[src/rtl/ugp_cfg.svh]
// Offsets, field positions, reset values and bit masks of the upper GPIO ports
// Assumes byte addresses on a 12-bit APB address bus with 32-bit data
`ifndef UGP_CFG_SVH
`define UGP_CFG_SVH

// ----------------------------------------------------------------------------
// Register byte offsets
// ----------------------------------------------------------------------------
`define UGP_OFS_ADDR_DATA 12'h000
`define UGP_OFS_ADDR_DIR 12'h004
`define UGP_OFS_ADDR_ALT 12'h008
`define UGP_OFS_ADDR_PUP 12'h00C
`define UGP_OFS_PLAIN_DATA 12'h010
`define UGP_OFS_PLAIN_DIR 12'h014
`define UGP_OFS_PLAIN_PUP 12'h018
`define UGP_OFS_IRQ_DATA 12'h01C
`define UGP_OFS_IRQ_DIR 12'h020
`define UGP_OFS_IRQ_ALT 12'h024
`define UGP_OFS_CAUSE 12'h028
`define UGP_OFS_STATUS 12'h02C

// ----------------------------------------------------------------------------
// Reset values and fields
// ----------------------------------------------------------------------------
`define UGP_PORT_RST 8'h00
`define UGP_CAUSE_RST 2'h0
`define UGP_CAUSE_BRK 0
`define UGP_CAUSE_TRAP 1
`define UGP_STAT_ADDR_FORCED 0
`define UGP_STAT_ADDR_ALT_ANY 1
`define UGP_ADDR_PIN_ON_ALT 8'hFF
`define UGP_PLAIN_PIN_ON_ALT 8'h00
`define UGP_IRQ_PIN_ON_ALT 8'h0C

`endif

[src/rtl/ugp_pkg.sv]
// Types shared by the upper GPIO port modules
// Assumes ugp_cfg.svh supplies the numeric constants
package ugp_pkg;

   typedef struct packed
   {
      logic [7:0] data;
      logic [7:0] dir;
      logic [7:0] alt;
      logic [7:0] pup;
   } ugp_port_regs_s;

   typedef struct packed
   {
      ugp_port_regs_s addr;
      ugp_port_regs_s plain;
      ugp_port_regs_s irq;
      logic pready;
      logic pslverr;
      logic [31:0] prdata;
      logic [7:0] addr_out;
      logic [7:0] addr_oe;
      logic [7:0] addr_pu;
      logic [7:0] plain_out;
      logic [7:0] plain_oe;
      logic [7:0] plain_pu;
      logic [7:0] irq_out;
      logic [7:0] irq_oe;
      logic [7:0] irq_alt_in;
   } ugp_state_s;

   typedef struct packed
   {
      logic [1:0] cause;
   } ugp_clear_state_s;

endpackage

[src/rtl/ugp_pin_mux.sv]
// Per-bit pin drive and read-back selection for one port
// Assumes the caller registers the outputs before they reach pins
`timescale 1ns/1ps
module ugp_pin_mux #(
   parameter int WIDTH = 8,
   parameter logic [7:0] PIN_ON_ALT = 8'h00
) (
   input wire logic [WIDTH-1:0] data,
   input wire logic [WIDTH-1:0] dir,
   input wire logic [WIDTH-1:0] alt,
   input wire logic [WIDTH-1:0] alt_val,
   input wire logic [WIDTH-1:0] alt_en,
   input wire logic [WIDTH-1:0] pin,
   output logic [WIDTH-1:0] drv,
   output logic [WIDTH-1:0] oe,
   output logic [WIDTH-1:0] rd
);

   genvar i;
   generate
      for (i = 0; i < WIDTH; i++)
      begin : g_bit
         // Alternate function takes both value and enable
         assign drv[i] = alt[i] ? alt_val[i] : data[i];
         assign oe[i] = alt[i] ? alt_en[i] : dir[i];
         // Read-back: pin for inputs, latch for outputs, pin for listed alt bits
         assign rd[i] = (alt[i] && PIN_ON_ALT[i]) ? pin[i] :
                        (dir[i] ? data[i] : pin[i]);
      end
   endgenerate

endmodule // ugp_pin_mux

[src/rtl/ugp_clear_ctl.sv]
// Folds the break and opcode-trap clears into one soft clear and keeps the cause
// Assumes break_instruction and opcode_trap are one-cycle pulses on pclk
`timescale 1ns/1ps
`include "ugp_cfg.svh"
module ugp_clear_ctl (
   input wire logic pclk,
   input wire logic presetn,
   input wire logic break_instruction,
   input wire logic opcode_trap,
   input wire logic [1:0] cause_clr,
   output logic soft_clear,
   output logic [1:0] cause
);

   ugp_pkg::ugp_clear_state_s s_ff;
   ugp_pkg::ugp_clear_state_s nxt_s;

   assign soft_clear = break_instruction | opcode_trap;
   assign cause = s_ff.cause;

   always_comb
   begin
      nxt_s = s_ff;
      // Set wins over a software clear in the same cycle
      nxt_s.cause = s_ff.cause & ~cause_clr;
      if (break_instruction)
      begin
         nxt_s.cause[`UGP_CAUSE_BRK] = 1'b1;
      end
      if (opcode_trap)
      begin
         nxt_s.cause[`UGP_CAUSE_TRAP] = 1'b1;
      end
   end

   always_ff @(posedge pclk or negedge presetn)
   begin
      if (!presetn)
      begin
         s_ff.cause <= `UGP_CAUSE_RST;
      end
      else
      begin
         s_ff <= nxt_s;
      end
   end

endmodule // ugp_clear_ctl

[src/rtl/ugp_top.sv]
// Three upper GPIO ports: address port, plain port and interrupt port, APB slave
// Assumes pins and alternate-function signals are synchronous to pclk
//
// Added by the designer: the APB slave port and the register addresses.
`timescale 1ns/1ps
`include "ugp_cfg.svh"
module ugp_top (
   input wire logic pclk,
   input wire logic presetn,
   input wire logic psel,
   input wire logic penable,
   input wire logic pwrite,
   input wire logic [11:0] paddr,
   input wire logic [31:0] pwdata,
   output logic [31:0] prdata,
   output logic pready,
   output logic pslverr,
   input wire logic break_instruction,
   input wire logic opcode_trap,
   input wire logic external_access_select_n,
   input wire logic [7:0] prog_mem_addr,
   input wire logic [7:0] addr_port_pin_in,
   output logic [7:0] addr_port_pin_out,
   output logic [7:0] addr_port_pin_oe,
   output logic [7:0] addr_port_pullup_en,
   input wire logic [7:0] plain_port_pin_in,
   output logic [7:0] plain_port_pin_out,
   output logic [7:0] plain_port_pin_oe,
   output logic [7:0] plain_port_pullup_en,
   input wire logic [7:0] irq_port_pin_in,
   output logic [7:0] irq_port_pin_out,
   output logic [7:0] irq_port_pin_oe,
   input wire logic [7:0] irq_port_alt_out,
   input wire logic [7:0] irq_port_alt_oe,
   output logic [7:0] irq_port_alt_in
);

   // -------------------------------------------------------------------------
   // State
   // -------------------------------------------------------------------------
   ugp_pkg::ugp_state_s s_ff;
   ugp_pkg::ugp_state_s nxt_s;

   logic soft_clear;
   logic [1:0] cause;
   logic [1:0] cause_clr;
   logic setup_ph;
   logic wr_take;
   logic [7:0] addr_alt_eff;
   logic [7:0] addr_drv;
   logic [7:0] addr_oe;
   logic [7:0] addr_rd;
   logic [7:0] plain_drv;
   logic [7:0] plain_oe;
   logic [7:0] plain_rd;
   logic [7:0] irq_drv;
   logic [7:0] irq_oe;
   logic [7:0] irq_rd;
   logic [7:0] wbyte;

   assign setup_ph = psel & ~penable;
   assign wr_take = psel & penable & pwrite & s_ff.pready & ~s_ff.pslverr;
   assign wbyte = pwdata[7:0];
   assign cause_clr = (wr_take && paddr == `UGP_OFS_CAUSE) ? pwdata[1:0] : 2'h0;

   // Low external access select forces the whole port onto the address bus
   assign addr_alt_eff = external_access_select_n ? s_ff.addr.alt : 8'hFF;

   // -------------------------------------------------------------------------
   // Reset causes other than the pin
   // -------------------------------------------------------------------------
   ugp_clear_ctl u_clear (
      .pclk(pclk),
      .presetn(presetn),
      .break_instruction(break_instruction),
      .opcode_trap(opcode_trap),
      .cause_clr(cause_clr),
      .soft_clear(soft_clear),
      .cause(cause)
   );

   // -------------------------------------------------------------------------
   // Pin muxes
   // -------------------------------------------------------------------------
   ugp_pin_mux #(
      .WIDTH(8),
      .PIN_ON_ALT(`UGP_ADDR_PIN_ON_ALT)
   ) u_addr_mux (
      .data(s_ff.addr.data),
      .dir(s_ff.addr.dir),
      .alt(addr_alt_eff),
      .alt_val(prog_mem_addr),
      .alt_en(8'hFF),
      .pin(addr_port_pin_in),
      .drv(addr_drv),
      .oe(addr_oe),
      .rd(addr_rd)
   );

   ugp_pin_mux #(
      .WIDTH(8),
      .PIN_ON_ALT(`UGP_PLAIN_PIN_ON_ALT)
   ) u_plain_mux (
      .data(s_ff.plain.data),
      .dir(s_ff.plain.dir),
      .alt(8'h00),
      .alt_val(8'h00),
      .alt_en(8'h00),
      .pin(plain_port_pin_in),
      .drv(plain_drv),
      .oe(plain_oe),
      .rd(plain_rd)
   );

   ugp_pin_mux #(
      .WIDTH(8),
      .PIN_ON_ALT(`UGP_IRQ_PIN_ON_ALT)
   ) u_irq_mux (
      .data(s_ff.irq.data),
      .dir(s_ff.irq.dir),
      .alt(s_ff.irq.alt),
      .alt_val(irq_port_alt_out),
      .alt_en(irq_port_alt_oe),
      .pin(irq_port_pin_in),
      .drv(irq_drv),
      .oe(irq_oe),
      .rd(irq_rd)
   );

   // -------------------------------------------------------------------------
   // Next state
   // -------------------------------------------------------------------------
   always_comb
   begin
      nxt_s = s_ff;
      nxt_s.pready = 1'b0;
      nxt_s.pslverr = 1'b0;

      // Answer is prepared in the setup cycle, shown in the first access cycle
      if (setup_ph)
      begin
         nxt_s.pready = 1'b1;
         nxt_s.prdata = 32'h0000_0000;
         case (paddr)
            `UGP_OFS_ADDR_DATA: nxt_s.prdata[7:0] = addr_rd;
            `UGP_OFS_ADDR_DIR: nxt_s.prdata[7:0] = s_ff.addr.dir;
            `UGP_OFS_ADDR_ALT: nxt_s.prdata[7:0] = s_ff.addr.alt;
            `UGP_OFS_ADDR_PUP: nxt_s.prdata[7:0] = s_ff.addr.pup;
            `UGP_OFS_PLAIN_DATA: nxt_s.prdata[7:0] = plain_rd;
            `UGP_OFS_PLAIN_DIR: nxt_s.prdata[7:0] = s_ff.plain.dir;
            `UGP_OFS_PLAIN_PUP: nxt_s.prdata[7:0] = s_ff.plain.pup;
            `UGP_OFS_IRQ_DATA: nxt_s.prdata[7:0] = irq_rd;
            `UGP_OFS_IRQ_DIR: nxt_s.prdata[7:0] = s_ff.irq.dir;
            `UGP_OFS_IRQ_ALT: nxt_s.prdata[7:0] = s_ff.irq.alt;
            `UGP_OFS_CAUSE: nxt_s.prdata[1:0] = cause;
            `UGP_OFS_STATUS:
            begin
               nxt_s.prdata[`UGP_STAT_ADDR_FORCED] = ~external_access_select_n;
               nxt_s.prdata[`UGP_STAT_ADDR_ALT_ANY] = |addr_alt_eff;
            end
            default: nxt_s.pslverr = 1'b1;
         endcase
         // Upper bits stay zero for every register
         if (pwrite)
         begin
            nxt_s.prdata = 32'h0000_0000;
         end
      end

      // Writes always land in the latch, whatever the direction
      if (wr_take)
      begin
         case (paddr)
            `UGP_OFS_ADDR_DATA: nxt_s.addr.data = wbyte;
            `UGP_OFS_ADDR_DIR: nxt_s.addr.dir = wbyte;
            `UGP_OFS_ADDR_ALT: nxt_s.addr.alt = wbyte;
            `UGP_OFS_ADDR_PUP: nxt_s.addr.pup = wbyte;
            `UGP_OFS_PLAIN_DATA: nxt_s.plain.data = wbyte;
            `UGP_OFS_PLAIN_DIR: nxt_s.plain.dir = wbyte;
            `UGP_OFS_PLAIN_PUP: nxt_s.plain.pup = wbyte;
            `UGP_OFS_IRQ_DATA: nxt_s.irq.data = wbyte;
            `UGP_OFS_IRQ_DIR: nxt_s.irq.dir = wbyte;
            `UGP_OFS_IRQ_ALT: nxt_s.irq.alt = wbyte;
            default: nxt_s.prdata = s_ff.prdata;
         endcase
      end

      // Break or trap acts like the reset pin on every port register except the address and plain pull-up registers
      if (soft_clear)
      begin
         nxt_s.addr.data = `UGP_PORT_RST;
         nxt_s.addr.dir = `UGP_PORT_RST;
         nxt_s.addr.alt = `UGP_PORT_RST;
         nxt_s.plain.data = `UGP_PORT_RST;
         nxt_s.plain.dir = `UGP_PORT_RST;
         nxt_s.irq.data = `UGP_PORT_RST;
         nxt_s.irq.dir = `UGP_PORT_RST;
         nxt_s.irq.alt = `UGP_PORT_RST;
      end

      // Unused slices never hold anything
      nxt_s.plain.alt = 8'h00;
      nxt_s.irq.pup = 8'h00;

      // Registered pin drive, one cycle behind the registers
      nxt_s.addr_out = addr_drv;
      nxt_s.addr_oe = addr_oe;
      nxt_s.addr_pu = s_ff.addr.pup;
      nxt_s.plain_out = plain_drv;
      nxt_s.plain_oe = plain_oe;
      nxt_s.plain_pu = s_ff.plain.pup;
      nxt_s.irq_out = irq_drv;
      nxt_s.irq_oe = irq_oe;
      nxt_s.irq_alt_in = irq_port_pin_in & s_ff.irq.alt;
   end

   // -------------------------------------------------------------------------
   // Registers
   // -------------------------------------------------------------------------
   always_ff @(posedge pclk or negedge presetn)
   begin
      if (!presetn)
      begin
         s_ff <= '0;
      end
      else
      begin
         s_ff <= nxt_s;
      end
   end

   // -------------------------------------------------------------------------
   // Outputs
   // -------------------------------------------------------------------------
   assign prdata = s_ff.prdata;
   assign pready = s_ff.pready;
   assign pslverr = s_ff.pslverr;
   assign addr_port_pin_out = s_ff.addr_out;
   assign addr_port_pin_oe = s_ff.addr_oe;
   assign addr_port_pullup_en = s_ff.addr_pu;
   assign plain_port_pin_out = s_ff.plain_out;
   assign plain_port_pin_oe = s_ff.plain_oe;
   assign plain_port_pullup_en = s_ff.plain_pu;
   assign irq_port_pin_out = s_ff.irq_out;
   assign irq_port_pin_oe = s_ff.irq_oe;
   assign irq_port_alt_in = s_ff.irq_alt_in;

endmodule // ugp_top

[config.mk]
export PLATFORM = sky130hd
export DESIGN_NAME = ugp_top
export DESIGN_NICKNAME = d
export VERILOG_FILES = /design/src/rtl/ugp_pkg.sv /design/src/rtl/ugp_pin_mux.sv /design/src/rtl/ugp_clear_ctl.sv /design/src/rtl/ugp_top.sv
export VERILOG_INCLUDE_DIRS = /design/src /design/src/rtl
export SDC_FILE = /design/constraint.sdc
export NUM_CORES = 1
export LEC_CHECK = 0
export BUFFER_PORTS_ARGS = -buffer_cell sky130_fd_sc_hd__buf_2
export CAP_MARGIN = 20
export CORE_ASPECT_RATIO = 0.8
export CORE_MARGIN = 3
export CORE_UTILIZATION = 58
export DETAILED_ROUTE_END_ITERATION = 10
export HOLD_SLACK_MARGIN = 0.05
export PLACE_DENSITY = 0.93
export SLEW_MARGIN = 20
export SYNTH_ARGS = -nofsm -noshare
export SYNTH_HDL_FRONTEND = slang
export SYNTH_SLANG_ARGS = --single-unit
[constraint.sdc]
create_clock -name pclk -period 4.3 [get_ports pclk]
set_input_delay 0.43 -clock pclk [delete_from_list [all_inputs] [get_ports pclk]]
set_output_delay 0.43 -clock pclk [all_outputs]
set_load 0.05 [all_outputs]
* Word level (Yosys, flattened, before mapping)
Index checks and enable logic that the tools add are counted.
** Cells by class
- Equal/unequal tests :: 12
- Muxes and demuxes :: 91
- Bitwise logic cells :: 12
- Reductions and logical operators :: 24
** Operators with widths (number)
- $mux 8 :: 11
- $mux 24 :: 3
- $mux 1 :: 69
- $mux 32 :: 2
- $pmux 6 s10 :: 1
- $eq 12x5->1 const B :: 4
- $eq 12x6->1 const B :: 4
- $mux 48 :: 1
- $mux 34 :: 1
- $eq 12x4->1 const B :: 2
- $pmux 2 s12 :: 1
- $reduce_and 2->1 :: 10
- $reduce_bool 2->1 :: 9
- $mux 16 :: 1
- $eq 12x3->1 const B :: 1
- $logic_not 12->1 :: 1
- $reduce_or 12->1 :: 1
- $reduce_or 10->1 :: 1
- $and 8x8->8 :: 1
- $reduce_or 8->1 :: 1
- $and 1x1->1 :: 5
- $not 1->1 :: 3
- $and 2x2->2 :: 1
- $mux 2 :: 1
- other kinds (4) :: 4
** Word-level totals
- Register bits :: 188
- Output and inout bits :: 106
- Word-level logic and storage cells :: 162

* Logic depth before layout (Yosys ltp)
- Word-level depth :: 9
- Depth in mapped cells :: 7

* By module
From an unflattened synthesis, not the netlist that was laid out.
** Unflattened totals
- Cell total of the unflattened synthesis :: 765
- Area total of the unflattened synthesis :: 8369.3 um^2
** By module, submodules not included
- ugp_top :: instances 1, cells each 667, area an instance 7294.5 um^2, seq. area each 4053.9 um^2
- ugp_pin_mux (u_addr_mux) :: instances 1, cells each 40, area an instance 380.4 um^2, seq. area each 0.0 um^2
- ugp_pin_mux (u_plain_mux) :: instances 1, cells each 24, area an instance 322.8 um^2, seq. area each 0.0 um^2
- ugp_pin_mux (u_irq_mux) :: instances 1, cells each 27, area an instance 292.8 um^2, seq. area each 0.0 um^2
- ugp_clear_ctl :: instances 1, cells each 7, area an instance 78.8 um^2, seq. area each 50.0 um^2

* Least setup slack after synthesis
Ideal clock, no wire load.
- Kind :: register to register
- Start point :: reg s_ff (netlist bit pready)
- End point :: reg s_ff (netlist bit nxt_s[24])
- Setup time :: 0.125 ns
- Arrival :: 2.149 ns
- Data required time :: 4.175 ns
- Path slack :: 2.026 ns
- Stages on the path, launching flop included :: 6
- Path buffers :: 1
- Clock period less this slack :: 2.274 ns
- Cells stage by stage :: dfrtp_1 -> nand4_1 -> or2_2 -> buf_2 -> nor3_2 -> mux2_2
** On the way
- Longest elaborated chain between the ends :: 3
** Ends and longest elaborated chain
- start, declared :: RTL line ugp_top.sv:41 : ugp_pkg::ugp_state_s s_ff;
- start signal, assigned :: RTL line ugp_top.sv:228 : s_ff <= nxt_s;
- $and 1x1->1 (2 in a row) :: RTL line ugp_top.sv:62 : assign wr_take = psel & penable & pwrite & s_ff.pready & ~s_ff.pslverr;
- $reduce_and 2->1 (no source line)
Every way passes these cells.
A chain may end at the register's enable or synchronous reset.

* Worst setup path after layout
- Start point :: in paddr[3]
- End point :: reg s_ff (netlist bit nxt_s[31])
** On the way
- Longest elaborated chain between the ends :: 2
** Ends and longest elaborated chain
- start, declared :: RTL line ugp_top.sv:13 : input wire logic [11:0] paddr,
- $eq 12x5->1 :: RTL line ugp_top.sv:173 : case (paddr)
- $reduce_and 2->1 (no source line)
Every way passes these cells.

==> flow_metrics.py <==
metrics = {
    "run_status": {
        "outcome": "completed",
    },
    "grt": {
        "antenna_found_initial": 1,
        "grt_overflow": 0,
        "grt_use_total_pct": 27.73,
        "grt_pass1_vias": 5733,
        "grt_max_degree": 97,
        "grt_pass1_wl_um": 32180,
    },
    "pwr": {
        "leakage_nw": 4.256,
        "ir_worst_vdd_uv": 298.0,
        "fin_total_pwr_mw": 3.364,
        "p_per_area_nw_per_um2": 380.2,
    },
    "cts": {
        "clk_path_buf_depth": 2,
        "postCtsSetupRepairBufs": 0,
        "htreeDepth": 4,
        "clk_pin_slew_worst_paths_ps": 60,
        "cts_made_buffers": 17,
        "insertion_delay_ps": 430,
        "hold_buffers": 0,
        "cts_resized": 0,
        "root_buffer": "clkbuf_16",
        "cts_sinks": 164,
        "cts_tree": "yes",
    },
    "synthesis": {
        "synth_area_um2": 8051,
        "synth-seq-cells": 164,
        "syn_avg_cell_area_um2": 11.18,
        "yosysUniqueCellTypes": 58,
        "synth_edf_count": 0,
        "synth_ff_type": "dfrtp_1",
        "ys_seq_area_share_pct": 50.97,
        "netlist_instances": 720,
        "async_flop_share_pct": 100.0,
        "ys_warn_count": 0,
    },
    "sta": {
        "finalSetupViolations": 0,
        "post-route-min-period_ps": 2543,
        "worst_pin_slew_ps": 1080,
        "tns_ps": 0,
        "worst_clock_skew_ps": 11.24,
        "slew_violations": 0,
        "finalHoldViolCount": 0,
        "holdWs_ps": 83.95,
        "fmax_ghz": 0.3932,
        "period_share_pct": 59.14,
        "rsz0062_at_grt": "false",
        "relSlewSlack_pct": 27.34,
    },
    "placed_design": {
        "dp_hpwl_um": 14720,
        "io_buffers": 157,
        "place_inst": 941,
        "gp_congestion": 0.9386,
    },
    "worst_setup_path": {
        "cp_num_buf_inv": 1,
        "required_ps": 4610,
        "max_stage_delay_ps": 830,
        "path_class": "primary input to register",
        "endpoint_kind": "register",
        "critPathLaunchType": "primary input",
        "critPathTopFamily": "simple AND/OR/NAND/NOR gates",
        "worst_path_max_delay_cell": "nor3_2",
        "crit_arrival_ps": 2850,
        "cp_max_fo": 21,
        "path_cells": "buf_2, nor2b_1, nand2_1, nor3_2, mux2_2",
    },
    "die": {
        "rows": 37,
        "die_h_um": 111.4,
        "dieArea_um2": 15340,
        "start_util_pct": 61.02,
        "core_um2": 13190,
        "io_pins": 206,
        "fp.dieW_um": 137.7,
    },
    "finish": {
        "layout_common_cells": "164 x dfrtp_1, 156 x buf_2, 70 x mux2i_1, 68 x nor2_1, 47 x mux2_2",
        "fin_nets": 885,
        "post-route-util_pct": 67.06,
        "diodes": 0,
        "area_growth_syn_to_layout_pct": 9.884,
        "final_cell_count_no_fill": 973,
        "final_common_cell": "dfrtp_1",
        "layout-drive-gt1-share_pct": 33.33,
    },
    "detailed_routing": {
        "wl_met3_um": 2199,
        "vias_per_cell": 5.952,
        "drt-initial-drc-count": 578,
        "drc_errors": 0,
        "postRouteAntennaNets": 0,
        "top_layer": "met5",
        "wl_um": 20960,
        "wl_met2_um": 9804,
        "routedWlPerCell_um": 21.54,
        "firstDrtPassIters": 7,
        "routed-via-count": 5791,
        "drt-met1-wl_um": 8559,
    },
    "run": {
        "drv_cap": 0,
    },
    "worst_hold_path": {
        "hold_class": "primary input to asynchronous set/reset pin",
    },
}
-- Yosys cell counts (8+ instances only) --
library cell    n  area share, %
dfrtp_1       164             51
buf_4         104            9.7
mux2i_1        70            8.7
nor2_1         68            3.2
mux2_2         47            6.6
nand2_1        36            1.7
clkbuf_1       23            1.1
a21oi_1        21            1.3
o21ai_0        14           0.87
nand2b_1       12           0.93
nand3_1        10           0.62
nor2b_1        10           0.78
a31oi_1         8           0.62
a32oi_1         8           0.87
and2_1          8           0.62
nor3_1          8           0.50
or2_2           8           0.62
-- report_power, final --
group	total [mW]	switching [mW]	internal, mW
Sequential	1.55	0.00235	1.55
Clock	1.54	0.672	0.867
Combinational	0.271	0.211	0.0609
-- final timing paths --
check | startpoint | end | slack [ps] | cells after the start
max reg2reg | pready$_DFF_PN0_ | nxt_s[31]$_DFFE_PN0P_ | 1980 | 4
min reg2reg | s_ff[168]$_DFFE_PN0P_ | plain_port_pin_out[6]$_DFF_PN0_ | 410 | 0
max | paddr[3] | nxt_s[31]$_DFFE_PN0P_ | 1760 | 5
max in group asynchronous | presetn | s_ff[116]$_DFFE_PN0P_ | 3200 | 2
min in group pclk | opcode_trap | u_clear.cause[1]$_DFF_PN0_ | 210 | 2
min | presetn | addr_port_pin_out[7]$_DFF_PN0_ | 80 | 1
-- flip-flops by register name, summed over array words and instances (netlist names), 2 cells and up --
register and count:
u_clear.cause 2, addr_port_pin_out 8, plain_port_pullup_en 8, irq_port_pin_oe 8
irq_port_pin_out 8, s_ff 64, plain_port_pin_oe 8, addr_port_pin_oe 8
plain_port_pin_out 8, prdata 8, addr_port_pullup_en 8, irq_port_alt_in 8
nxt_s 16
-- stage by stage --
stage | instance area [µm²] | setup WS [ps]
floorplan | 8138 | 2026
detailed placement | 8255 | 1489
global route | 8847 | 1687
finish | 8847 | 1757
CTS | 8847 | 1902
global placement | 8255 | 1604
-- cell families (layout without fill, tap and decap cells) --
kind of cell           Yosys count  count (layout)  share of synthesized area [%]
multiplexers                   117             117                          15.28
buffers and inverters          144             199                          11.79
other                            1              24                        0.04658
AND/OR/NAND/NOR                205             205                          14.44
AO/OA/AOI/OAI                   89              89                          7.475
flip-flops                     164             164                          50.97
-- worst reg2reg max path: cells and delay by family, from the launching register on --
family           cells  cell delay (ps)
AND/OR/NAND/NOR      3             1430
multiplexers         1              420
flip-flops           1              340
-- cell type report --
class | instances | area (µm²)
fillers | 1009 | 4347
flip-flops and latches | 164 | 4104
multi-input cells | 435 | 3084
repair buffers | 162 | 829.5
clock buffers | 17 | 425.4
well taps | 175 | 219.0
clock inverters | 15 | 166.4
inverters | 5 | 18.77
-- metal layers --
layer | vias up | GRT usage, %
li1 | 2528 | -
met1 | 2898 | 38.70
met2 | 329 | 42.07
met3 | 34 | 8.853
met4 | 2 | 7.834
met5 | - | 0
(Power assumes the default switching activity.)
